File: src/pss_pkg.sv
// Constants and types shared by the serial-load synthesizer front end.
package pss_pkg;
    localparam int unsigned WORD_W      = 16;
    localparam int unsigned CTRL_BIT    = 0;
    localparam int unsigned REF_CNT_W   = 13;
    localparam int unsigned REF_CNT_LSB = 1;
    localparam int unsigned LSEL_LSB    = 14;
    localparam int unsigned A_CNT_W     = 5;
    localparam int unsigned A_CNT_LSB   = 1;
    localparam int unsigned B_CNT_W     = 10;
    localparam int unsigned B_CNT_LSB   = 6;
    localparam int unsigned PRE_W       = 6;
    localparam logic [5:0]  PRE_LOW     = 6'h20;
    localparam logic [5:0]  PRE_HIGH    = 6'h21;
    localparam logic [15:0] WORD_RESET  = 16'h0000;
    localparam logic [1:0]  LSEL_REF    = 2'h0;
    localparam logic [1:0]  LSEL_FB     = 2'h1;
    localparam logic [1:0]  LSEL_DLOCK  = 2'h2;
    localparam logic [1:0]  LSEL_ALOCK  = 2'h3;
    localparam int unsigned ERR_W       = 8;
    localparam logic [7:0]  LOCK_WIN    = 8'h04;
    localparam logic [2:0]  LOCK_GOOD   = 3'h4;
    localparam int unsigned SYNC_N      = 6;
    localparam int unsigned IN_SCLK     = 0;
    localparam int unsigned IN_SDATA    = 1;
    localparam int unsigned IN_STROBE   = 2;
    localparam int unsigned IN_REFOSC   = 3;
    localparam int unsigned IN_RF       = 4;
    localparam int unsigned IN_PWR      = 5;
    typedef enum logic [1:0] {PD_IDLE, PD_UP, PD_DOWN} pss_pd_state_t;
endpackage

File: src/pss_sync3.sv
// Three-stage pin synchroniser that accepts a change once stages two and three agree.
module pss_sync3 (
    input  wire logic ref_clk_i,
    input  wire logic nrst_i,
    input  wire logic pin_i,
    output logic      level_o,
    output logic      rise_o
);
    logic s1;
    logic s2;
    logic s3;
    logic next_level;
    logic next_rise;

    always_comb begin
        next_level = level_o;
        next_rise  = 1'b0;
        if (s2 == s3) begin
            next_level = s3;
            next_rise  = s3 & ~level_o;
        end
    end

    always_ff @(posedge ref_clk_i) begin
        if (!nrst_i) begin
            s1      <= 1'b0;
            s2      <= 1'b0;
            s3      <= 1'b0;
            level_o <= 1'b0;
            rise_o  <= 1'b0;
        end else begin
            s1      <= pin_i;
            s2      <= s1;
            s3      <= s2;
            level_o <= next_level;
            rise_o  <= next_rise;
        end
    end
endmodule

File: src/pss_synth_front.sv
// Serial programming, dividers, phase detector and lock indicator of the synthesizer.
// Contract
// Sample data on each serial clock rise.
// Word arrives MSB first; LSB selects destination.
// Strobe rise copies word into chosen register.
// Power enable low: asynchronous power-down, pump released. Only the pump clears at once; the rest follows the synchronised enable.
// Lock output selects one of four sources.
// Dual modulus prescaler divides RF by 32/33.
module pss_synth_front (
    input  wire logic ref_clk_i,
    input  wire logic nrst_i,
    input  wire logic serial_clk_i,
    input  wire logic serial_data_i,
    input  wire logic word_latch_strobe_i,
    input  wire logic pwr_enable_i,
    input  wire logic ref_osc_input_i,
    input  wire logic rf_prescaler_input_i,
    output logic      pump_output_o,
    output logic      pump_output_oe_n_o,
    output logic      lock_indicator_out_o,
    output logic      lock_indicator_out_oe_n_o
);
    logic [pss_pkg::SYNC_N-1:0] pin_raw;
    logic [pss_pkg::SYNC_N-1:0] pin_lvl;
    logic [pss_pkg::SYNC_N-1:0] pin_rise;

    assign pin_raw[pss_pkg::IN_SCLK]   = serial_clk_i;
    assign pin_raw[pss_pkg::IN_SDATA]  = serial_data_i;
    assign pin_raw[pss_pkg::IN_STROBE] = word_latch_strobe_i;
    assign pin_raw[pss_pkg::IN_REFOSC] = ref_osc_input_i;
    assign pin_raw[pss_pkg::IN_RF]     = rf_prescaler_input_i;
    assign pin_raw[pss_pkg::IN_PWR]    = pwr_enable_i;

    for (genvar g = 0; g < pss_pkg::SYNC_N; g++) begin : g_sync
        pss_sync3 u_sync (
            .ref_clk_i (ref_clk_i),
            .nrst_i    (nrst_i),
            .pin_i     (pin_raw[g]),
            .level_o   (pin_lvl[g]),
            .rise_o    (pin_rise[g])
        );
    end

    // Synchronised copy of the enable gates counting; the raw pin clears the pump at once.
    logic powered;
    assign powered = pin_lvl[pss_pkg::IN_PWR];

    // Serial shift and load.
    logic [pss_pkg::WORD_W-1:0] shift_word;
    logic [pss_pkg::WORD_W-1:0] fb_word;
    logic [pss_pkg::WORD_W-1:0] ref_word;
    logic [pss_pkg::WORD_W-1:0] next_shift_word;
    logic [pss_pkg::WORD_W-1:0] next_fb_word;
    logic [pss_pkg::WORD_W-1:0] next_ref_word;

    always_comb begin
        next_shift_word = shift_word;
        next_fb_word    = fb_word;
        next_ref_word   = ref_word;
        if (pin_rise[pss_pkg::IN_SCLK]) begin
            next_shift_word = {shift_word[pss_pkg::WORD_W-2:0],
                               pin_lvl[pss_pkg::IN_SDATA]};
        end
        if (pin_rise[pss_pkg::IN_STROBE]) begin
            if (shift_word[pss_pkg::CTRL_BIT]) begin
                next_fb_word = shift_word;
            end else begin
                next_ref_word = shift_word;
            end
        end
    end

    always_ff @(posedge ref_clk_i) begin
        if (!nrst_i) begin
            shift_word <= pss_pkg::WORD_RESET;
            fb_word    <= pss_pkg::WORD_RESET;
            ref_word   <= pss_pkg::WORD_RESET;
        end else begin
            shift_word <= next_shift_word;
            fb_word    <= next_fb_word;
            ref_word   <= next_ref_word;
        end
    end

    logic [pss_pkg::REF_CNT_W-1:0] ref_count;
    logic [pss_pkg::A_CNT_W-1:0]   a_count;
    logic [pss_pkg::B_CNT_W-1:0]   b_count;
    logic [1:0]                    lock_sel;
    assign ref_count = ref_word[pss_pkg::REF_CNT_LSB +: pss_pkg::REF_CNT_W];
    assign lock_sel  = ref_word[pss_pkg::LSEL_LSB +: 2];
    assign a_count   = fb_word[pss_pkg::A_CNT_LSB +: pss_pkg::A_CNT_W];
    assign b_count   = fb_word[pss_pkg::B_CNT_LSB +: pss_pkg::B_CNT_W];

    // Reference and feedback dividers. Divide ratio is P*B+A with B at least A.
    logic [pss_pkg::REF_CNT_W-1:0] ref_left;
    logic [pss_pkg::PRE_W-1:0]     pre_cnt;
    logic [pss_pkg::A_CNT_W-1:0]   a_left;
    logic [pss_pkg::B_CNT_W-1:0]   b_left;
    logic                          ref_pulse;
    logic                          fb_pulse;
    logic [pss_pkg::REF_CNT_W-1:0] next_ref_left;
    logic [pss_pkg::PRE_W-1:0]     next_pre_cnt;
    logic [pss_pkg::A_CNT_W-1:0]   next_a_left;
    logic [pss_pkg::B_CNT_W-1:0]   next_b_left;
    logic                          next_ref_pulse;
    logic                          next_fb_pulse;
    logic [pss_pkg::PRE_W-1:0]     modulus;

    always_comb begin
        next_ref_left  = ref_left;
        next_pre_cnt   = pre_cnt;
        next_a_left    = a_left;
        next_b_left    = b_left;
        next_ref_pulse = 1'b0;
        next_fb_pulse  = 1'b0;
        modulus = (a_left != '0) ? pss_pkg::PRE_HIGH : pss_pkg::PRE_LOW;
        if (powered && pin_rise[pss_pkg::IN_REFOSC]) begin
            if (ref_left <= 1) begin
                next_ref_left  = ref_count;
                next_ref_pulse = 1'b1;
            end else begin
                next_ref_left = ref_left - 1'b1;
            end
        end
        if (powered && pin_rise[pss_pkg::IN_RF]) begin
            if (pre_cnt >= modulus - 1'b1) begin
                next_pre_cnt = '0;
                if (a_left != '0) begin
                    next_a_left = a_left - 1'b1;
                end
                if (b_left <= 1) begin
                    next_b_left   = b_count;
                    next_a_left   = a_count;
                    next_fb_pulse = 1'b1;
                end else begin
                    next_b_left = b_left - 1'b1;
                end
            end else begin
                next_pre_cnt = pre_cnt + 1'b1;
            end
        end
    end

    always_ff @(posedge ref_clk_i) begin
        if (!nrst_i) begin
            ref_left  <= '0;
            pre_cnt   <= '0;
            a_left    <= '0;
            b_left    <= '0;
            ref_pulse <= 1'b0;
            fb_pulse  <= 1'b0;
        end else begin
            ref_left  <= next_ref_left;
            pre_cnt   <= next_pre_cnt;
            a_left    <= next_a_left;
            b_left    <= next_b_left;
            ref_pulse <= next_ref_pulse;
            fb_pulse  <= next_fb_pulse;
        end
    end

    // Phase detector and digital lock judgement.
    pss_pkg::pss_pd_state_t  pd_state;
    pss_pkg::pss_pd_state_t  next_pd_state;
    logic [pss_pkg::ERR_W-1:0] err_cnt;
    logic [pss_pkg::ERR_W-1:0] next_err_cnt;
    logic [2:0]                good_cnt;
    logic [2:0]                next_good_cnt;
    logic                      err_end;

    always_comb begin
        next_pd_state = pd_state;
        next_err_cnt  = err_cnt;
        next_good_cnt = good_cnt;
        err_end       = 1'b0;
        case (pd_state)
            pss_pkg::PD_IDLE: begin
                next_err_cnt = '0;
                if (ref_pulse && fb_pulse) begin
                    err_end = 1'b1;
                end else if (ref_pulse) begin
                    next_pd_state = pss_pkg::PD_UP;
                end else if (fb_pulse) begin
                    next_pd_state = pss_pkg::PD_DOWN;
                end
            end
            pss_pkg::PD_UP, pss_pkg::PD_DOWN: begin
                if (err_cnt != '1) begin
                    next_err_cnt = err_cnt + 1'b1;
                end
                if ((pd_state == pss_pkg::PD_UP && fb_pulse)
                    || (pd_state == pss_pkg::PD_DOWN && ref_pulse)) begin
                    next_pd_state = pss_pkg::PD_IDLE;
                    err_end       = 1'b1;
                end
            end
            default: begin
                next_pd_state = pss_pkg::PD_IDLE;
            end
        endcase
        if (err_end) begin
            if (err_cnt > pss_pkg::LOCK_WIN) begin
                next_good_cnt = '0;
            end else if (good_cnt != pss_pkg::LOCK_GOOD) begin
                next_good_cnt = good_cnt + 1'b1;
            end
        end
        if (!powered) begin
            next_pd_state = pss_pkg::PD_IDLE;
            next_good_cnt = '0;
        end
    end

    always_ff @(posedge ref_clk_i) begin
        if (!nrst_i) begin
            pd_state <= pss_pkg::PD_IDLE;
            err_cnt  <= '0;
            good_cnt <= '0;
        end else begin
            pd_state <= next_pd_state;
            err_cnt  <= next_err_cnt;
            good_cnt <= next_good_cnt;
        end
    end

    // Lock indicator source select; open-drain only in analog mode.
    logic next_lock_out;
    logic next_lock_oe_n;

    always_comb begin
        next_lock_out  = 1'b0;
        next_lock_oe_n = 1'b0;
        case (lock_sel)
            pss_pkg::LSEL_REF:   next_lock_out = ref_pulse;
            pss_pkg::LSEL_FB:    next_lock_out = fb_pulse;
            pss_pkg::LSEL_DLOCK: next_lock_out = (good_cnt == pss_pkg::LOCK_GOOD);
            pss_pkg::LSEL_ALOCK: next_lock_oe_n = (pd_state == pss_pkg::PD_IDLE);
            default:             next_lock_out = 1'b0;
        endcase
    end

    always_ff @(posedge ref_clk_i) begin
        if (!nrst_i) begin
            lock_indicator_out_o      <= 1'b0;
            lock_indicator_out_oe_n_o <= 1'b0;
        end else begin
            lock_indicator_out_o      <= next_lock_out;
            lock_indicator_out_oe_n_o <= next_lock_oe_n;
        end
    end

    // Pump drive. The raw enable clears these flops with no clock, so the pump
    // releases even when the reference clock has stopped.
    logic next_pump;
    logic next_pump_oe_n;

    always_comb begin
        next_pump      = (next_pd_state == pss_pkg::PD_UP);
        next_pump_oe_n = (next_pd_state == pss_pkg::PD_IDLE) || !powered;
    end

    always_ff @(posedge ref_clk_i or negedge pwr_enable_i) begin
        if (!pwr_enable_i) begin
            pump_output_o      <= 1'b0;
            pump_output_oe_n_o <= 1'b1;
        end else if (!nrst_i) begin
            pump_output_o      <= 1'b0;
            pump_output_oe_n_o <= 1'b1;
        end else begin
            pump_output_o      <= next_pump;
            pump_output_oe_n_o <= next_pump_oe_n;
        end
    end
endmodule

File: config.mk
export PLATFORM = sky130hd
export DESIGN_NAME = pss_synth_front
export DESIGN_NICKNAME = d
export VERILOG_FILES = /design/src/pss_pkg.sv /design/src/pss_sync3.sv /design/src/pss_synth_front.sv
export SDC_FILE = /design/constraint.sdc
export NUM_CORES = 1
export LEC_CHECK = 0
export ABC_AREA = 1
export BUFFER_PORTS_ARGS = -buffer_cell sky130_fd_sc_hd__buf_2
export CELL_PAD_IN_SITES_DETAIL_PLACEMENT = 1
export CELL_PAD_IN_SITES_GLOBAL_PLACEMENT = 2
export CORE_ASPECT_RATIO = 0.9
export CORE_MARGIN = 8
export CORE_UTILIZATION = 39
export CTS_CLUSTER_DIAMETER = 50
export DETAILED_ROUTE_END_ITERATION = 8
export GPL_TIMING_DRIVEN = 0
export PLACE_DENSITY_LB_ADDON = 0.25
export SYNTH_ARGS = -nofsm -noshare
export SYNTH_HDL_FRONTEND = slang
export SYNTH_HIERARCHICAL = 1
export SYNTH_SLANG_ARGS = --single-unit
export TNS_END_PERCENT = 100
File: constraint.sdc
create_clock -name ref_clk_i -period 4.43 [get_ports ref_clk_i]
set_input_delay 0.886 -clock ref_clk_i [delete_from_list [all_inputs] [get_ports ref_clk_i]]
set_output_delay 0.886 -clock ref_clk_i [all_outputs]
set_load 0.02 [all_outputs]
[Word-level counts from Yosys, hierarchy flattened]
Index checks and enable logic that the tools add are counted.
Storage, ports and cells
  logic and storage cells: 134
  bits of input ports: 8
  register bits after elaboration: 128
  output and inout port bits: 4
Cells by class
  magnitude comparators: 4
  multiplexer cells: 24
  reduce and logical (&&, ||, !) cells: 30
  eq/ne operators: 16
  bitwise logic cells: 9
  $add $sub $neg: 7
Operators with widths (count)
  2-bit AND reduction: 12
  8-bit one-hot mux with 2 select lines: 1
  13-bit by 1-bit <= comparator with 1-bit output (second input constant): 1
  13-bit two-way mux: 1
  13-bit by 1-bit subtractor with 13-bit output (second input constant): 1
  10-bit by 1-bit <= comparator with 1-bit output (second input constant): 1
  10-bit two-way mux: 1
  2-bit two-way mux: 5
  5-bit two-way mux: 2
  10-bit by 1-bit subtractor with 10-bit output (second input constant): 1
  8-bit by 1-bit adder with 8-bit output (second input constant): 1
  8-bit by 3-bit greater-than comparator with 1-bit output (second input constant): 1
  8-bit two-way mux: 1
  8-bit inequality test (second input constant): 1
  1-bit two-way mux: 7
  6-bit by 1-bit adder with 6-bit output (second input constant): 1
  1-bit == test: 6
  2-bit by 1-bit == test with 1-bit output (second input constant): 3
  2-bit == test (second input constant): 3
  6-bit >= comparator: 1
  2-bit logical NOT: 3
  3-bit two-way mux: 2
  6-bit two-way mux: 1
  3-bit AND reduction: 2
  other kinds (17): 31

[Longest topological paths before layout]
Gate-level depths: netlist of the first run.
  depth after elaboration: 9
  gate-level depth with buffers: 16
  mapped depth without buffers: 16

[Modules after synthesis]
Netlist of the first run, hierarchy kept.
Modules (own cells, without submodules)
  pss_synth_front: times used 1, sequential area each 1993.2 µm², area each 5008.6 µm², cells each 729
  pss_sync3: times used 6, sequential area each 100.1 µm², area each 148.9 µm², cells each 16

[Worst setup path after synthesis of the first run]
No wires, ideal clock.
  kind: reg2reg
  start point: register a_left[0] (netlist bit)
  end point: register b_left[1] (netlist bit)
  library setup time: 70 ps
  cell stages (with the launch flop): 15
  slack: 2418 ps
  data arrival time: 1943 ps
  clock period less this slack: 2012 ps
  path buffers: 1
  required time: 4360 ps
  cell sequence: dfxtp_1 -> inv_1 -> ha_1 -> inv_1 -> nor2_1 -> nand2_1 -> inv_1 -> ha_1 -> a21o_1 -> nor2_1 -> nand2_1 -> nand2_1 -> nand2_1 -> buf_2 -> a21oi_1
Between the ends
  cells in the longest elaborated chain, start to end: 5
RTL lines
  from (decl): line pss_synth_front.sv:97  | logic [pss_pkg::A_CNT_W-1:0] a_left;
  from (signal assigned): line pss_synth_front.sv:155  | a_left <= next_a_left;
  5-bit nonzero test: line pss_synth_front.sv:116  | modulus = (a_left != '0) ? pss_pkg::PRE_HIGH : pss_pkg::PRE_LOW;
  1-bit two-way mux: line pss_synth_front.sv:116
  6-bit by 1-bit subtractor with 6-bit output: line pss_synth_front.sv:126  | if (pre_cnt >= modulus - 1'b1) begin
  6-bit >= comparator: line pss_synth_front.sv:126
  2-bit AND reduction (no line)
  to (signal assigned): line pss_synth_front.sv:156  | b_left <= next_b_left;
  to (decl): line pss_synth_front.sv:98  | logic [pss_pkg::B_CNT_W-1:0] b_left;
Every way passes these cells.
A chain may end at the register's enable or synchronous reset.

[Worst setup path after layout of the first run]
  start point: register a_left[0] (netlist bit)
  end point: register b_left[6] (netlist bit)
Same word-level chain as after synthesis.

==> flow_summary_export.csv, run 1 <==
group,metric,value,unit
setup_path,critPathKind,"flip-flop to flip-flop",
detailed_routing,drt-total-wl,15300,um
setup_path,crit_required,4.80,ns
floorplanning,die_h,132,um
detailed_routing,num_vias,5229,
sta,finalHoldViolations,0,
pwr,power,2.53,mW
grt,grt_max_degree,28,
clock_network,clkTransAtPathRegs,0.06,ns
finish,layout_commonest_cell,"nand2_1",
yosys,avgSynthCellArea,7.13,um2
placed_design,port_buffers,11,
placed_design,place_congestion,0.822,
hold_path,hold_class,"primary input to asynchronous set/reset pin",
sta,slew_headroom,61.0,%
sta,rsz0062_at_grt,"false",
yosys,synth.net_count,848,
grt,antenna_found_initial,0,
pwr,power_density,377,nW/um2
floorplanning,die_x,145,um
clock_network,post_cts_buffers,0,
floorplanning,ios,12,
sta,fmax,399,MHz
setup_path,cp-end-kind,"flip-flop",
clock_network,cts_hold_buffers,0,
finish,area_growth,14.7,%
clock_network,clk_path_buf_depth,2,
yosys,netlist_area,5840,um2
finish,nNetsFinal,878,
setup_path,startpoint_type,"flip-flop",
setup_path,arrival,2.88,ns
sta,tns,0,ns
detailed_routing,drcViolationCount,0,
detailed_routing,ant_nets,0,
yosys,synthCells,819,
yosys,ys_warn_count,6,
floorplanning,start_util,39.8,%
sta,post-route-min-period,2.51,ns
sta,post-route-period-util,56.6,%
run,maxCapViolCount,0,
placed_design,dp_hpwl,11200,um
sta,maxSlewViolCount,0,
sta,setup_viol,0,
clock_network,htree_num_levels,4,
setup_path,worst-r2r-setup-slack,1.92,ns
floorplanning,core,14700,um2
floorplanning,die_area,19100,um2
setup_path,critPathMaxFanout,9,
pwr,ir_drop,0.000295,V
clock_network,cts_buffers,17,
detailed_routing,dr.pass1.iters,4,
pwr,p_leak,3.05,nW
clock_network,cts_resized,0,
clock_network,clock_latency,0.42,ns
grt,grt_pass1_vias,5464,
clock_network,cts_root_buf,"clkbuf_16",
detailed_routing,drt_iter0_markers,205,
grt,grt_pass1_wl,26000,um
grt,overflow,0,
clock_network,cts_tree,"done",
finish,drive_gt1_share,10.7,%
sta,skew,0.00790,ns
finish,layout_common_cells,"170 x nand2_1, 125 x dfxtp_1, 114 x nor2_1",
outcome,status,"finished clean",
detailed_routing,viasPerCell,4.94,
detailed_routing,drt-wirelength-per-cell,14.4,um
clock_network,cts.sinks,127,
floorplanning,rows,42,
finish,diodes,0,
grt,grt.total_usage,16.5,%
sta,tightest_slew,0.586,ns
[power by group]
| part | internal (mW) | switching, mW |
|---|---|---|
| Combinational | 0.0107 | 0.0310 |
| Clock | 0.776 | 0.554 |
| Sequential | 1.15 | 0.00450 |
| Total | 1.94 | 0.589 |
[flip-flops by register name, indices dropped and copies added (netlist names), 2 cells and up]
name and flops:
g_sync.u_sync/level_o 6, shift_word 16, ref_left 13, g_sync.u_sync/rise_o 4, g_sync.u_sync/s1 6, pre_cnt 6
good_cnt 3, err_cnt 8, g_sync.u_sync/s3 6, pd_state 2, g_sync.u_sync/s2 6, a_left 5
ref_word 15, b_left 10, fb_word 15
[final cells by class]
class                   count  area, um2
flip-flops and latches    127       2550
repair buffers             11       55.1
inverters                 115        437
well taps                 198        248
fillers                  1856       7960
clock buffers              17        425
multi-input cells         557       2750
plain buffers              20       93.8
clock inverters            14        133
[final timing paths]
check	startpoint	to	cells past startpoint
min in group ref_clk_i	g_sync[3].u_sync/s1$_SDFF_PN0_	g_sync[3].u_sync/s2$_SDFF_PN0_	2
max in group asynchronous	pwr_enable_i	pump_output_oe_n_o$_DFF_PN1_	1
setup / recovery	a_left[0]$_SDFFE_PN0P_	b_left[6]$_SDFFE_PN0P_	15
hold reg to reg	g_sync[3].u_sync/s1$_SDFF_PN0_	g_sync[3].u_sync/s2$_SDFF_PN0_	2
setup reg to reg	a_left[0]$_SDFFE_PN0P_	b_left[6]$_SDFFE_PN0P_	15
hold / removal	pwr_enable_i	pump_output_o$_DFF_PN0_	1
[per-stage QoR]
stage                     instances  util, %  worst slack (ns)  area (um2)  hold slack [ns]
after CTS                      1059     45.7              1.85        6700            0.229
after global placement         1028     41.9              1.75        6140            0.395
after global routing           1059     45.7              1.64        6700            0.238
after detailed placement       1028     41.9              1.65        6140            0.404
final                          1059     45.7              1.92        6700            0.247
after floorplan                 819        -              2.42        5840            0.390
[worst max-delay path, cell delays in order (launching register included)]
cell and delay, ns:
dfxtp_1 0.31, inv_1 0.08, ha_1 0.21, inv_1 0.06, nor2_1 0.04, nand2_1 0.15
inv_1 0.11, ha_1 0.30, nand2_1 0.07, a21oi_1 0.16, nor2_1 0.06, nand2_1 0.15
nand2_1 0.15, nor2_2 0.35, o21ai_0 0.18, nand2_1 0.08
[routing by layer]
layer	wire length, um	share of wire [%]	vias up	track usage (%)
met5	0	0	-	0
met4	184	1.2	0	6.71
met3	485	3.2	14	3.36
met2	7350	48	57	28.0
met1	7260	47	2506	20.1
li1	-	-	2652	-
Power figures use the tool's default switching activity.
==> inputs of run 2 (changes only) <==
ABC_AREA = 0   (was 1)
clock period = 2.4 ns   (was 4.43 ns; I/O delays follow)
==> flow_summary_export.csv, run 2 <==
group,metric,value,unit
outcome,status,"finished with violations",
outcome,violations,"negative setup slack",
detailed_routing,drt-total-wl,15100,um
setup_path,critPathMaxFanout,6,
setup_path,worstReg2RegEnd,"a_left[4]$_SDFFE_PN0P_",
grt,gr-usage-met3,4.43,%
yosys,avgSynthCellArea,8.91,um2
detailed_routing,viasPerCell,5.26,
sta,post-route-period-util,102,%
sta,maxSlewViolCount,0,
grt,overflow,0,
finish,diodes,0,
sta,whs,0.279,ns
clock_network,cts_buffers,17,
yosys,synth.net_count,669,
placed_design,placed_area,6030,um2
setup_path,r2r-start,"a_left[0]$_SDFFE_PN0P_",
pwr,power_density,674,nW/um2
detailed_routing,ant_nets,0,
yosys,ys_warn_count,6,
setup_path,startpoint_type,"flip-flop",
pwr,ir_drop,0.000625,V
sta,fmax,409,MHz
hold_path,hold_start,"serial_data_i",
setup_path,arrival,2.79,ns
pwr,p_leak,2.45,nW
finish,largest_register_ffs,16,
sta,timing.final.ws_setup,-0.0471,ns
finish,area_growth,22.6,%
sta,skew,0.00658,ns
run,maxCapViolCount,0,
setup_path,cp-end-kind,"flip-flop",
floorplanning,rows,42,
clock_network,cts.sinks,127,
clock_network,clk_path_buf_depth,2,
pwr,power,4.71,mW
sta,setup_viol,6,
detailed_routing,num_vias,4712,
finish,final_area,6990,um2
floorplanning,die_area,18700,um2
finish,drive_gt1_share,18.8,%
placed_design,place_congestion,0.797,
yosys,netlist_area,5700,um2
grt,met2_usage,28.7,%
setup_path,reg2regPathDepth,12,
yosys,synthCells,640,
setup_path,worst-r2r-setup-slack,-0.05,ns
clock_network,cts_root_buf,"clkbuf_16",
floorplanning,ios,12,
hold_path,hold_class,"primary input to flip-flop",
clock_network,clock_latency,0.42,ns
sta,finalHoldViolations,0,
setup_path,startpoint,"a_left[0]$_SDFFE_PN0P_",
finish,top_regs,"shift_word: 16 flops, fb_word: 15 flops, ref_word: 15 flops",
floorplanning,die_x,143,um
sta,tns,-0.152,ns
floorplanning,core,14500,um2
sta,tightest_slew,0.756,ns
finish,final_util,48.2,%
detailed_routing,drt_iter0_markers,182,
grt,use_met1,20.8,%
clock_network,htree_num_levels,4,
floorplanning,start_util,39.3,%
detailed_routing,drt-wirelength-per-cell,16.9,um
finish,regMostFlops,"shift_word",
detailed_routing,dr.pass1.iters,4,
grt,grt_most_used_layer,"met2",
grt,grt_pass1_wl,24600,um
sta,slew_headroom,49.6,%
finish,layout_commonest_cell,"dfxtp_1",
grt,grt_pass1_vias,4913,
grt,grt.total_usage,16.9,%
setup_path,critPathKind,"flip-flop to flip-flop",
finish,layout_common_cells,"123 x dfxtp_1, 101 x nand2_1, 38 x a21boi_0",
setup_path,crit_required,2.74,ns
hold_path,whs_path_depth,2,
grt,grt_max_degree,29,
clock_network,clkTransAtPathRegs,0.06,ns
sta,rsz0062_at_grt,"true",
grt,antenna_found_initial,0,
placed_design,port_buffers,11,
detailed_routing,drcViolationCount,0,
sta,post-route-min-period,2.45,ns
clock_network,cts_tree,"done",
floorplanning,die_h,131,um
setup_path,crit_end,"a_left[4]$_SDFFE_PN0P_",
finish,nNetsFinal,714,
placed_design,dp_hpwl,10600,um
run 2: metal layers:
layer / routed length (um) / up-vias
li1: - / 2329
met1: 7220 / 2330
met2: 7370 / 42
met3: 435 / 11
met4: 129 / 0
met5: 0 / -
run 2: power by group:
part / switching (mW) / internal [mW] / leakage, nW / total [mW]
clock network: 0.978 / 1.53 / 0.274 / 2.51
registers: 0.00531 / 2.12 / 1.03 / 2.13
logic: 0.0430 / 0.0336 / 1.14 / 0.0766
run 2: area by class of cell:
cell class              count  area, um2
flip-flops and latches    127       2560
repair buffers             27        210
clock inverters            12        138
well taps                 198        248
clock buffers              19        433
plain buffers              25        128
fillers                  1662       7520
multi-input cells         463       3180
inverters                  24       92.6
run 2: worst max-delay path, stage by stage, from the launching register on:
cell and delay [ns]:
dfxtp_2 0.32, inv_2 0.08, ha_4 0.12, or4b_4 0.56, inv_4 0.13, ha_4 0.22
a21oi_4 0.14, a21oi_4 0.09, a21oi_4 0.20, buf_6 0.18, buf_6 0.13, nand2_1 0.06
a21boi_1 0.14
run 2: through the flow:
stage | std cells | worst slack [ns]
after floorplan | 640 | 0.0104
after global placement | 849 | -0.366
after detailed placement | 849 | -0.457
after CTS | 890 | -0.0268
after global routing | 895 | -0.110
final | 895 | -0.0471
run 2: timing repair:
action / 4_1_cts / 5_1_grt
hold endpoints to repair: 2 / 0
pin swaps: 9 / 20
hold buffers: 1 / 0
buffers inserted: 10 / 4
gates resized for setup: 24 / 34
setup endpoints to repair: 21 / 28
cloned: 0 / 1
run 2: worst min-delay path by stage:
stage | endpoint | slack [ns]
final | g_sync[1].u_sync/s1$_SDFF_PN0_ | 0.28
after global routing | g_sync[1].u_sync/s1$_SDFF_PN0_ | 0.26
after CTS | g_sync[1].u_sync/s1$_SDFF_PN0_ | 0.26
after detailed placement | pump_output_o$_DFF_PN0_ | 0.27
after global placement | pump_output_o$_DFF_PN0_ | 0.27
after floorplan | pump_output_o$_DFF_PN0_ | 0.18
